File: src/rtl/ddrosc_pkg.sv
// Package for the double-rate output and strobe control block.
// Assumes a single 100 MHz core clock; all slower rates are enables.
package ddrosc_pkg;
    // Clock period of the core clock in nanoseconds.
    localparam int CORE_CLK_PERIOD_NS = 10;
    // Data lanes served by one strobe group; two such groups make a 16-bit path.
    localparam int DATA_LANES = 8; // RULE_07
    // Width of the delay calibration bus.
    localparam int CAL_W = 6;
    // Depth of the output data buffer in words.
    localparam int FIFO_DEPTH = 8;
    // One buffer word holds both bits of every lane.
    localparam int WORD_W = 2 * DATA_LANES;
    // Bit position of the first bits inside a buffer word.
    localparam int FIRST_LSB = 0;
    // Bit position of the second bits inside a buffer word.
    localparam int SECOND_LSB = DATA_LANES;
    // Output modes.
    localparam logic [1:0] MODE_SDR = 2'h0;
    localparam logic [1:0] MODE_GDDR = 2'h1;
    localparam logic [1:0] MODE_MDDR = 2'h2;
    // The write strobe is delayed by half the calibrated read delay.
    localparam int WR_DELAY_SHIFT = 1;
    // Reset values.
    localparam logic [DATA_LANES-1:0] DATA_RESET = 8'h00;
    localparam logic [CAL_W-1:0] CNT_RESET = 6'h00;
    // Level of the strobe pin while nobody drives it, held by termination.
    localparam logic STROBE_IDLE = 1'h1;

    typedef enum logic [2:0]
    {
        RD_IDLE = 3'b001,
        RD_PRE = 3'b010,
        RD_ACT = 3'b100
    } ddrosc_rd_state_t;
endpackage : ddrosc_pkg

File: src/rtl/ddrosc_fifo.sv
// Output data buffer between the core and the double-rate register path.
// Assumes both sides share the core clock; ready on the fill side is a flop.
`timescale 1ns/1ps
`default_nettype none
module ddrosc_fifo #(
    parameter int WIDTH = 16,
    parameter int DEPTH = 8
) (
    input wire logic core_clk, // Core clock.
    input wire logic rst, // Synchronous reset, active high.
    input wire logic in_valid, // Word offered by the source.
    output logic in_ready, // Space available.
    input wire logic [WIDTH-1:0] in_data, // Offered word.
    output logic out_valid, // Word available to the drain.
    input wire logic out_ready, // Drain takes the head word.
    output logic [WIDTH-1:0] out_data // Head word.
);
    localparam int AW = $clog2(DEPTH);
    localparam logic [AW:0] FULL_COUNT = (AW + 1)'(DEPTH);

    typedef struct packed {
        logic [DEPTH-1:0][WIDTH-1:0] mem;
        logic [AW-1:0] wptr;
        logic [AW-1:0] rptr;
        logic [AW:0] count;
        logic not_full;
    } ddrosc_fifo_st_t;

    ddrosc_fifo_st_t st;
    ddrosc_fifo_st_t next_st;
    logic push;
    logic pop;

    assign push = in_valid && st.not_full;
    assign pop = out_ready && (st.count != '0);
    assign in_ready = st.not_full;
    assign out_valid = (st.count != '0);
    assign out_data = st.mem[st.rptr];

    always_comb
    begin
        next_st = st;
        if (push)
        begin
            next_st.mem[st.wptr] = in_data;
            next_st.wptr = st.wptr + 1'b1;
        end
        if (pop)
        begin
            next_st.rptr = st.rptr + 1'b1;
        end
        if (push && !pop)
        begin
            next_st.count = st.count + 1'b1;
        end
        else if (pop && !push)
        begin
            next_st.count = st.count - 1'b1;
        end
        next_st.not_full = (next_st.count != FULL_COUNT);
    end

    always_ff @(posedge core_clk)
    begin
        if (rst)
        begin
            st <= '0;
            st.not_full <= 1'b1;
        end
        else
        begin
            st <= next_st;
        end
    end
endmodule : ddrosc_fifo
`default_nettype wire

File: src/rtl/ddrosc_top.sv
// Double-rate output register path and strobe read/write control for one group.
// Assumes the core supplies two bits per lane per system-clock period through
// a buffer, and that the strobe pin arrives asynchronously to core_clk.
// Functional notes
// [RULE_01] Single-rate mode passes the first bit through one register or latch.
// [RULE_02] Generic double-rate captures both bits on rise, second moves to fall register.
// [RULE_03] Generic double-rate mux is switched by the system clock.
// [RULE_04] Right-edge block adds memory double-rate mode to single and generic modes.
// [RULE_05] Memory double-rate captures both bits on rise, second moves on next fall.
// [RULE_06] Memory double-rate mux is switched by the shifted write strobe.
// [RULE_07] Groups of 14 or 12 cells give memory paths up to 16 bits.
// [RULE_08] One control element per group drives phase clocks, polarity and valid.
// [RULE_09] Read and write shifted clocks are derived from the incoming strobe.
// [RULE_10] Polarity selector picks the system edge for read synchronising registers.
// [RULE_11] Polarity is re-evaluated at the start of every read cycle.
// [RULE_12] First rising strobe after preamble sets the polarity signal.
// [RULE_13] Memory leaves strobe undriven, then drives it low for the preamble.
// [RULE_14] Strobe delay takes a 6-bit calibration bus from the edge DLL.
// [RULE_15] Select high drives the rise register, select low the fall register.
`timescale 1ns/1ps
`default_nettype none
module ddrosc_top #(
    parameter bit RIGHT_EDGE = 1'b1
) (
    input wire logic core_clk, // Core clock, 100 MHz.
    input wire logic rst, // Synchronous reset, active high.
    input wire logic [1:0] mode, // Output mode select.
    input wire logic sdr_latch, // Single-rate element acts as a latch.
    input wire logic out_enable, // Core asks to drive the data pads.
    input wire logic word_valid, // Core offers a word.
    output logic word_ready, // Buffer accepts the word.
    input wire logic [ddrosc_pkg::DATA_LANES-1:0] first_data_in, // Bits for the high half.
    input wire logic [ddrosc_pkg::DATA_LANES-1:0] second_data_in, // Bits for the low half.
    output logic [ddrosc_pkg::DATA_LANES-1:0] pad_out, // Data pad output.
    output logic pad_oe, // Data pad output enable.
    input wire logic strobe_in, // Strobe pin level from the memory.
    input wire logic read_en, // Core marks a read cycle.
    input wire logic [ddrosc_pkg::CAL_W-1:0] dll_cal, // Delay calibration code.
    output logic read_strobe_shifted, // Delayed strobe for read capture.
    output logic write_strobe_shifted, // Delayed strobe for write mux.
    output logic sync_clock_polarity, // Edge choice for read synchronisers.
    output logic read_word_valid, // One pulse per captured read pair.
    output logic sys_clk_level // System clock phase in use.
);
    import ddrosc_pkg::*;

    typedef struct packed {
        logic phase;
        logic [DATA_LANES-1:0] rise_hold_reg;
        logic [DATA_LANES-1:0] second_cap;
        logic [DATA_LANES-1:0] fall_hold_reg;
        logic [DATA_LANES-1:0] sdr_q;
        logic [DATA_LANES-1:0] pad;
        logic oe;
        logic s1;
        logic s2;
        logic s3;
        logic strobe_lvl;
        logic [CAL_W-1:0] rd_cnt;
        logic rd_target;
        logic rstrobe;
        logic [CAL_W-1:0] wr_cnt;
        logic wr_target;
        logic wstrobe;
        ddrosc_rd_state_t rd_state;
        logic pol;
        logic valid;
    } ddrosc_st_t;

    ddrosc_st_t st;
    ddrosc_st_t next_st;
    logic fifo_valid;
    logic fifo_pop;
    logic [WORD_W-1:0] fifo_word;
    logic [DATA_LANES-1:0] head_first;
    logic [DATA_LANES-1:0] head_second;
    logic rise_ev;
    logic strobe_change;
    logic strobe_rise;
    logic mem_mode;

    // Delay load for a shifted strobe; never below one cycle.
    function automatic logic [CAL_W-1:0] delay_load(input logic [CAL_W-1:0] code, input int shift);
        logic [CAL_W-1:0] d;
        d = code >> shift;
        if (d == CNT_RESET)
        begin
            d = 6'h01;
        end
        return d;
    endfunction : delay_load

    // Core words pass through the buffer; a word is drained at each system rise while the pads are enabled.
    ddrosc_fifo #(
        .WIDTH(WORD_W),
        .DEPTH(FIFO_DEPTH)
    ) u_fifo (
        .core_clk(core_clk),
        .rst(rst),
        .in_valid(word_valid),
        .in_ready(word_ready),
        .in_data({second_data_in, first_data_in}),
        .out_valid(fifo_valid),
        .out_ready(fifo_pop),
        .out_data(fifo_word)
    );

    assign head_first = fifo_word[FIRST_LSB +: DATA_LANES];
    assign head_second = fifo_word[SECOND_LSB +: DATA_LANES];
    // The system clock is core_clk divided by two; a rise happens when phase is low.
    assign rise_ev = !st.phase;
    assign fifo_pop = rise_ev && st.oe;
    // A strobe change counts only once the second and third stages agree.
    assign strobe_change = (st.s2 == st.s3) && (st.s3 != st.strobe_lvl);
    assign strobe_rise = strobe_change && st.s3;
    // Without the right-edge logic memory mode behaves as generic double rate.
    assign mem_mode = RIGHT_EDGE && (mode == MODE_MDDR); // RULE_04

    always_comb
    begin
        next_st = st;
        next_st.valid = 1'b0;
        next_st.phase = !st.phase;
        next_st.oe = out_enable;

        if (rise_ev && fifo_valid && st.oe)
        begin
            next_st.rise_hold_reg = head_first; // RULE_02
            next_st.second_cap = head_second; // RULE_05
        end
        if (!rise_ev)
        begin
            next_st.fall_hold_reg = st.second_cap; // RULE_02
        end

        // Register form samples at the rise; latch form stays open while the clock is high.
        if (sdr_latch)
        begin
            if (next_st.phase && fifo_valid)
            begin
                next_st.sdr_q = head_first; // RULE_01
            end
        end
        else if (rise_ev && fifo_valid && st.oe)
        begin
            next_st.sdr_q = head_first; // RULE_01
        end

        case (mode)
            MODE_SDR: next_st.pad = st.sdr_q; // RULE_01
            default:
            begin
                if (mem_mode ? st.wstrobe : next_st.phase) // RULE_03 RULE_06
                begin
                    next_st.pad = st.rise_hold_reg; // RULE_15
                end
                else
                begin
                    next_st.pad = st.fall_hold_reg; // RULE_15
                end
            end
        endcase

        // Three-stage synchroniser for the strobe pin.
        next_st.s1 = strobe_in;
        next_st.s2 = st.s1;
        next_st.s3 = st.s2;
        if (strobe_change)
        begin
            next_st.strobe_lvl = st.s3;
        end

        // Shifted strobes follow the strobe after the calibrated delay.
        if (strobe_change)
        begin
            next_st.rd_cnt = delay_load(dll_cal, 0); // RULE_14
            next_st.rd_target = st.s3;
            next_st.wr_cnt = delay_load(dll_cal, WR_DELAY_SHIFT); // RULE_14
            next_st.wr_target = st.s3;
        end
        else
        begin
            if (st.rd_cnt != CNT_RESET)
            begin
                next_st.rd_cnt = st.rd_cnt - 1'b1;
            end
            if (st.wr_cnt != CNT_RESET)
            begin
                next_st.wr_cnt = st.wr_cnt - 1'b1;
            end
        end
        if (st.rd_cnt == 6'h01)
        begin
            next_st.rstrobe = st.rd_target; // RULE_09
            // A pair is complete on each falling shifted read strobe while the read is active.
            next_st.valid = (st.rd_state == RD_ACT) && st.rstrobe && !st.rd_target; // RULE_08
        end
        if (st.wr_cnt == 6'h01)
        begin
            next_st.wstrobe = st.wr_target; // RULE_09
        end

        case (st.rd_state)
            RD_IDLE:
            begin
                // Strobe seen low during a read marks the preamble.
                if (read_en && !st.strobe_lvl)
                begin
                    next_st.rd_state = RD_PRE; // RULE_11
                end
            end
            RD_PRE:
            begin
                if (!read_en)
                begin
                    next_st.rd_state = RD_IDLE;
                end
                else if (strobe_rise)
                begin
                    next_st.pol = st.phase; // RULE_10 RULE_12
                    next_st.rd_state = RD_ACT;
                end
            end
            RD_ACT:
            begin
                if (!read_en)
                begin
                    next_st.rd_state = RD_IDLE; // RULE_11
                end
            end
            default: next_st.rd_state = RD_IDLE;
        endcase
    end

    always_ff @(posedge core_clk)
    begin
        if (rst)
        begin
            st <= '0;
            st.rd_state <= RD_IDLE;
            // The strobe pin idles at its termination level. Starting the synchroniser,
            // the edge detector and the shifted strobes there keeps a false edge from
            // following reset and leaves the write mux on the rise register when idle.
            st.s1 <= STROBE_IDLE;
            st.s2 <= STROBE_IDLE;
            st.s3 <= STROBE_IDLE;
            st.strobe_lvl <= STROBE_IDLE;
            st.rd_target <= STROBE_IDLE;
            st.wr_target <= STROBE_IDLE;
            st.rstrobe <= STROBE_IDLE;
            st.wstrobe <= STROBE_IDLE;
        end
        else
        begin
            st <= next_st;
        end
    end

    assign pad_out = st.pad;
    assign pad_oe = st.oe;
    assign read_strobe_shifted = st.rstrobe;
    assign write_strobe_shifted = st.wstrobe;
    assign sync_clock_polarity = st.pol;
    assign read_word_valid = st.valid;
    assign sys_clk_level = st.phase;
endmodule : ddrosc_top
`default_nettype wire
File: config.mk
export PLATFORM = sky130hd
export DESIGN_NAME = ddrosc_top
export DESIGN_NICKNAME = d
export VERILOG_FILES = /design/src/rtl/ddrosc_pkg.sv /design/src/rtl/ddrosc_fifo.sv /design/src/rtl/ddrosc_top.sv
export SDC_FILE = /design/constraint.sdc
export NUM_CORES = 1
export LEC_CHECK = 0
export BUFFER_PORTS_ARGS = -buffer_cell sky130_fd_sc_hd__buf_4
export CORE_ASPECT_RATIO = 0.6
export CORE_MARGIN = 2
export CORE_UTILIZATION = 57
export CTS_CLUSTER_SIZE = 10
export DETAILED_ROUTE_END_ITERATION = 16
export PLACE_DENSITY = 0.75
export SLEW_MARGIN = 25
export SYNTH_ARGS = -nofsm -noshare
export SYNTH_HDL_FRONTEND = slang
export SYNTH_SLANG_ARGS = --single-unit
File: constraint.sdc
create_clock -name core_clk -period 2.71 [get_ports core_clk]
set_input_delay 0.1355 -clock core_clk [delete_from_list [all_inputs] [get_ports core_clk]]
set_output_delay 0.1355 -clock core_clk [all_outputs]
set_load 0.02 [all_outputs]
==> impl_results.md, run 1 <==
- Initial core utilization: 59.1%
- Outcome: finished clean
- Via Count: 6834
- # setup viols final: 0
- Clock latency at the later pin of the worst-skew pair: 0.51 ns
- FF-to-FF path depth: 5
- Comb pwr share: 17.3%
- Ant. Diodes: 0
- Pin count of the biggest net entering global routing: 95
- Hold Crit Class: input port to flop
- Synth Area in XOR/XNOR: 1.51%
- Tightest Pin Transition: 0.847 ns
- Die width: 164 um
- Fin Setup TNS: 0 ns
- Seq pwr share: 45.7%
- I/O Buffers: 45
- Syn. warnings: 0
- Hold path depth: 2
- Vias in the first global route: 6517
- CP Class: flop to flop
- Initial DRC Count: 606
- GRT Total Usage: 27.0%
- Top Metal Used: met4
- Compound-cell area share of the yosys netlist: 9.95%
- Worst r2r src: u_fifo.st[5]
- Worst IR Drop VDD: 0.000465 V
- Reg-to-reg setup timing slack: 0.63 ns
- Sw Ratio: 27.5%
- Rel. slew slack: 43.5%
- DRT met1 WL: 10200 um
- IO Pins: 46
- Top cell type by total area after synthesis: dfxtp_1
- First-pass GRT wire length: 34800 um
- Top post-synthesis cells by area: dfxtp_1, mux2i_1, nand2_1, mux4_2, a21oi_1
- Clock-pin slew on the worst setup and hold paths: 0.05 ns
- RD Place Congestion: 0.836
- Pint: 5.42 mW
- Largest family of logic cells by synthesized area: multiplexers
- Post-synthesis simple-gate area fraction: 17.7%
- Clock skew: 0.0162 ns
- Average via count per standard cell: 5.74
- Clk network pwr share: 37.0%
- Met2 Wirelength: 9370 um
- Crit end category: flop
- Pins Over Slew Limit: 0
- CP Max Fanout: 18
- Multiplexer share of the synthesized area: 17.9%
- Top cell type's share of synthesized area: 46.9%
- CTS resizes: 0
- Final hold viol count: 0
- Drt wl/cell: 17.9 um
- Maximum clock path buffer count: 3
- Core area: 14700 um^2
- Final HPWL DP: 13100 um
- Die height: 99.7 um
- Row cnt: 34
- Syn Nets: 1001
- WL final: 21300 um
- Crit path time final: 2.08 ns
- Post-synthesis sequential area ratio: 46.9%
- Sw power: 2.05 mW
- Die area: 16300 um^2
- Remaining Overflow, GRT: 0
- Hold Crit Endpoint: sys_clk_level
- Worst hold start: rst
- Distinct cells, synth: 48
- Crit path launch type: flop
- Final Util: 67.7%
- Avg Cell Area, Syn: 9.05 um^2
- Initial antenna violation count: 0
- Mapped cell area: 8710 um^2
- RSZ-0062 raised after global routing: no
- Final worst-path cycle share: 76.9%
- Top FF cell, synth: dfxtp_1
- Critical Path RT: 3.11 ns
- Hold_buf cts: 25
- P_leak: 3.65 nW
- Clock root buffer master: clkbuf_16
- Number of synthesized flops with an enable pin: 0
- Residual DRC count: 0
- Synth Register Bits: 204
- Drt pass-1 iters: 7
- Met3 wire length: 1520 um
- Max Cap Viol: 0
- Post-Synth Adder-Cell Area: 1.15%
- Final #Nets: 1031
- Cells after synthesis: 962
- Max Freq: 480 MHz
- Clock Sinks: 204
- Power per cell area: 749 nW/um^2
- CTS tree: built
- Layout area overhead: 14.5%
- Critical Path AT: 2.48 ns
- Share of layout cells above drive strength 1: 14.9%
- Remaining antenna violation count: 0
- H-tree levels: 1
- Total CTS buffers: 24
- Postcts setup bufs: 0
- Worst R2R End: st[36]
- Fraction of registers with async set/reset: 0%
==> cells in the final DEF (no fill, tap or decap), types with 4 or more instances in the layout <==
cell type	instances
a211oi_1	10
a21oi_1	105
buf_4	64
clkbuf_16	25
dfxtp_1	203
dlygate4sd3_1	25
ha_1	8
inv_1	10
mux2_2	8
mux2i_1	75
mux4_2	32
nand2_1	194
nand2b_1	5
nand3_1	8
nor2_1	116
nor3_1	10
o211ai_1	4
o21ai_0	26
or2_2	7
xnor2_1	9
xor2_1	6
==> synth_stat cells, drive strengths merged, types with 2 or more instances <==
| master | number |
|---|---|
| mux2 | 8 |
| or3 | 3 |
| o21ai | 28 |
| nand4 | 2 |
| nor3 | 14 |
| clkbuf | 64 |
| ha | 8 |
| dfxtp | 204 |
| nor4b | 2 |
| nand2 | 194 |
| a21oi | 106 |
| nor2 | 116 |
| buf | 22 |
| a211oi | 10 |
| nor4 | 4 |
| and2 | 2 |
| nor3b | 3 |
| or2 | 7 |
| xor2 | 6 |
| nand2b | 5 |
| or4 | 2 |
| mux2i | 75 |
| xnor2 | 9 |
| inv | 10 |
| o21a | 2 |
| o211ai | 4 |
| mux4 | 32 |
| nor2b | 3 |
| nand3 | 8 |
==> worst max-delay path, cell delays in order, from the launching register on <==
cell     delay (ns)
dfxtp_2        0.73
buf_4          0.28
mux4_2         0.51
mux2_2         0.30
nor2_1         0.10
nor2_1         0.06
==> cell families after synthesis <==
logic type      Yosys count
flops                   204
mux                     115
simple gates            366
compound gates          158
buf+inv                  96
fa+ha+maj                 8
xor+xnor                 15
==> layer usage <==
metal,up-vias,global-route usage [%]
met3,24,5.25
met2,227,40.6
li1,3292,-
met4,0,4.45
met5,-,0
met1,3291,41.0
==> final cells by class <==
cell class | instances | area (um^2)
Clock inverter | 1 | 7.51
Fill cell | 1181 | 4750
Timing Repair Buffer | 90 | 751
Sequential cell | 204 | 4090
Clock buffer | 26 | 629
Inverter | 10 | 37.5
Tap cell | 198 | 248
Multi-Input combinational cell | 662 | 4210
==> power by group through the flow <==
stage / Clock (mW) / Combinational, mW / Sequential, mW
CTS: 2.80 / 1.28 / 3.41
global placement: 0 / 1.22 / 3.46
floorplan: 0 / 0.996 / 3.41
detailed placement: 0 / 1.24 / 3.47
global route: 2.94 / 1.45 / 3.44
finish: 2.76 / 1.29 / 3.41
==> worst max-delay path by stage <==
stage,from,endpoint,slack (ns),cells past startpoint
6_report,u_fifo.st[5],st[36],0.63,5
5_1_grt,u_fifo.st[1],u_fifo.in_ready,0.39,7
4_1_cts,u_fifo.st[5],st[36],0.59,5
3_5_place_dp,u_fifo.st[5],st[38],0.61,5
3_3_place_gp,u_fifo.st[5],st[37],0.63,5
2_1_floorplan,u_fifo.st[1],u_fifo.in_ready,0.79,7
==> flip-flops by register name (all words and copies together) (netlist names) <==
signal	flops
read_strobe_shifted	1
read_word_valid	1
write_strobe_shifted	1
sys_clk_level	1
u_fifo.st	138
next_st	2
sync_clock_polarity	1
pad_out	8
st	49
pad_oe	1
u_fifo.in_ready	1
==> metrics by stage <==
step	instance area [um^2]	setup slack, ns	total power, mW	std cells	hold WS (ns)
2_1_floorplan	8710	0.792	4.41	962	0.207
3_3_place_gp	9080	0.629	4.68	1139	0.320
3_5_place_dp	9080	0.609	4.71	1139	0.327
4_1_cts	9970	0.591	7.49	1191	0.0427
5_1_grt	9970	0.388	7.83	1191	0.0918
6_report	9970	0.627	7.47	1191	0.0613
Note: power is estimated with default switching activity, not from simulation.
==> run 2: changes to the inputs <==
--- a/config.mk
+++ b/config.mk
@@ -8,10 +8,10 @@
 export BUFFER_PORTS_ARGS = -buffer_cell sky130_fd_sc_hd__buf_4
 export CORE_ASPECT_RATIO = 0.6
 export CORE_MARGIN = 2
-export CORE_UTILIZATION = 57
+export CORE_UTILIZATION = 55
 export CTS_CLUSTER_SIZE = 10
 export DETAILED_ROUTE_END_ITERATION = 16
-export PLACE_DENSITY = 0.75
+export PLACE_DENSITY = 0.76
 export SLEW_MARGIN = 25
 export SYNTH_ARGS = -nofsm -noshare
 export SYNTH_HDL_FRONTEND = slang
==> constraint.sdc (replaced) <==
create_clock -name core_clk -period 1.8 [get_ports core_clk]
set_input_delay 0.09 -clock core_clk [delete_from_list [all_inputs] [get_ports core_clk]]
set_output_delay 0.09 -clock core_clk [all_outputs]
set_load 0.02 [all_outputs]
==> run 2 against run 1 <==
- the flow now finishes with violations (negative setup slack)
- flip-flop and latch count unchanged
- critical path type unchanged
- final area increased by 4.5%
- largest cell class unchanged
- die area increased by 3.5%
- non-clock buffer count increased by 34
- power increased by 53%
- critical path depth increased by 2
- clock power increased by 47%
==> impl_results.md, run 2 (synthesis results as in run 1) <==
- Hold Crit Class: input port to flop (unchanged)
- Crit path time final: 1.85 ns (was 2.08 ns)
- Most common cell after layout, fill and taps aside: dfxtp_1 (unchanged)
- Remaining Overflow, GRT: 0 (unchanged)
- Die width: 166 um (was 164 um)
- Crit path launch type: flop (unchanged)
- Rel. slew slack: 66.9% (was 43.5%)
- Tightest Pin Transition: 0.496 ns (was 0.847 ns)
- Final worst-path cycle share: 103% (was 76.9%)
- Violated checks: negative setup slack
- Final HPWL DP: 13200 um (was 13100 um)
- Clock skew: 0.00759 ns (was 0.0162 ns)
- Pin count of the biggest net entering global routing: 95 (unchanged)
- Final Util: 67.6% (was 67.7%)
- Final #Nets: 1065 (was 1031)
- Worst hold start: sdr_latch (was rst)
- Clock latency at the later pin of the worst-skew pair: 0.51 ns (about the same)
- H-tree levels: 1 (unchanged)
- Worst IR Drop VDD: 0.000746 V (was 0.000465 V)
- Die height: 101 um (was 99.7 um)
- Ant. Diodes: 0 (unchanged)
- WL final: 21300 um (about the same)
- Via Count: 6949 (was 6834)
- Crit path from: u_fifo.st[1] (was u_fifo.st[5])
- Drt wl/cell: 17.4 um (was 17.9 um)
- Row cnt: 35 (was 34)
- Layout area overhead: 19.7% (was 14.5%)
- Clock-pin slew on the worst setup and hold paths: 0.05 ns (about the same)
- Initial DRC Count: 488 (was 606)
- CP Max Fanout: 4 (was 18)
- Die area: 16900 um^2 (was 16300 um^2)
- Final hold viol count: 0 (unchanged)
- Clock root buffer master: clkbuf_16 (unchanged)
- RSZ-0062 raised after global routing: yes (was no)
- Core area: 15400 um^2 (was 14700 um^2)
- Crit end category: flop (unchanged)
- Max reg flops: 138 (unchanged)
- IO Pins: 46 (unchanged)
- Max Freq: 542 MHz (was 480 MHz)
- Critical Path AT: 2.24 ns (was 2.48 ns)
- CTS tree: built (unchanged)
- I/O Buffers: 45 (unchanged)
- P_leak: 3.86 nW (was 3.65 nW)
- Final setup margin: -0.0465 ns (was 0.627 ns)
- Maximum clock path buffer count: 3 (unchanged)
- Pins Over Slew Limit: 0 (unchanged)
- Final std cells w/o fill: 1229 (was 1191)
- Power per cell area: 1100 nW/um^2 (was 749 nW/um^2)
- Design area: 10400 um^2 (was 9970 um^2)
- Worst r2r src: u_fifo.st[1] (was u_fifo.st[5])
- RD Place Congestion: 0.822 (was 0.836)
- Biggest register: u_fifo.st (unchanged)
- First-pass GRT wire length: 34300 um (was 34800 um)
- Initial core utilization: 56.5% (was 59.1%)
- Initial antenna violation count: 0 (unchanged)
- Placed cell area: 9390 um^2 (was 9080 um^2)
- Max Cap Viol: 0 (unchanged)
- Outcome: finished, violations left (was finished clean)
- Share of layout cells above drive strength 1: 18.5% (was 14.9%)
- Critical Path RT: 2.19 ns (was 3.11 ns)
- Most frequent cells in the layout: dfxtp_1, nand2_1, nor2_1 (unchanged)
- Post-placement cell count: 1165 (was 1139)
- Clock Sinks: 204 (unchanged)
- Residual DRC count: 0 (unchanged)
- Vias in the first global route: 6593 (was 6517)
- GRT Total Usage: 25.2% (was 27.0%)
- Remaining antenna violation count: 0 (unchanged)
- # setup viols final: 1 (was 0)
- Fin Setup TNS: -0.0465 ns (was 0 ns)
- Average via count per standard cell: 5.65 (was 5.74)
- CP Class: flop to flop (unchanged)
- Drt pass-1 iters: 5 (was 7)
- Total CTS buffers: 24 (unchanged)
==> run 2: cell count changes in the layout (fill, tap and decap cells not counted), sizes merged <==
cell | before | now
buf | 65 | 97
clkinvlp | 1 | 0
dlygate4sd3 | 25 | 27
clkbuf | 26 | 24
clkinv | 0 | 2
==> run 2: critical path, stage by stage (launching register included) <==
cell	delay, ns
dfxtp_2	0.33
inv_2	0.05
ha_4	0.15
nor3b_4	0.15
or3_4	0.42
o22ai_4	0.18
xnor2_2	0.10
a2111o_1	0.33
==> run 2: metal layers <==
layer	vias to the layer above	wire length [um]	GRT usage (%)
met3	30	1260	4.53
met2	195	9400	40.2
li1	3373	-	-
met4	0	330	5.31
met1	3351	10300	36.5
met5	-	0	0
==> run 2: report_power, final <==
group	internal, mW	leakage (nW)	switching [mW]	total, mW
registers	4.85	1.66	0.251	5.10
logic	1.08	1.90	1.19	2.27
clock network	2.35	0.307	1.72	4.07
==> run 2: what timing repair did <==
item	4_1_cts	5_1_grt
hold buffers	27	0
pin swaps	5	6
hold endpoints to repair	150	0
resized for setup	2	8
endpoints found under the setup margin	1	13
buffers inserted	1	10
==> run 2: metrics by stage <==
stage	setup slack [ns]	total power, mW	hold slack (ns)
after floorplan	-0.0448	6.66	0.162
after global placement	0.000230	7.19	0.276
after detailed placement	-0.0207	7.24	0.285
after CTS	0.0223	11.4	0.0343
after global routing	-0.109	12.0	0.0582
final	-0.0465	11.4	0.0173
==> run 2: worst paths after layout <==
check,to,slack (ns),cells after the start
worst max-delay path,u_fifo.in_ready,-0.05,7
worst min-delay path,st[36],0.02,4
worst max register to register,u_fifo.in_ready,-0.05,7
worst min register to register,u_fifo.st[101],0.45,2
==> run 2: final cells by class <==
class,instances,area (um^2)
clock buffers,24,601
clock inverters,2,25.0
fillers,1235,4990
inverters,10,37.5
multi-input cells,662,4280
flip-flops and latches,204,4090
well taps,203,254
repair buffers,124,1140
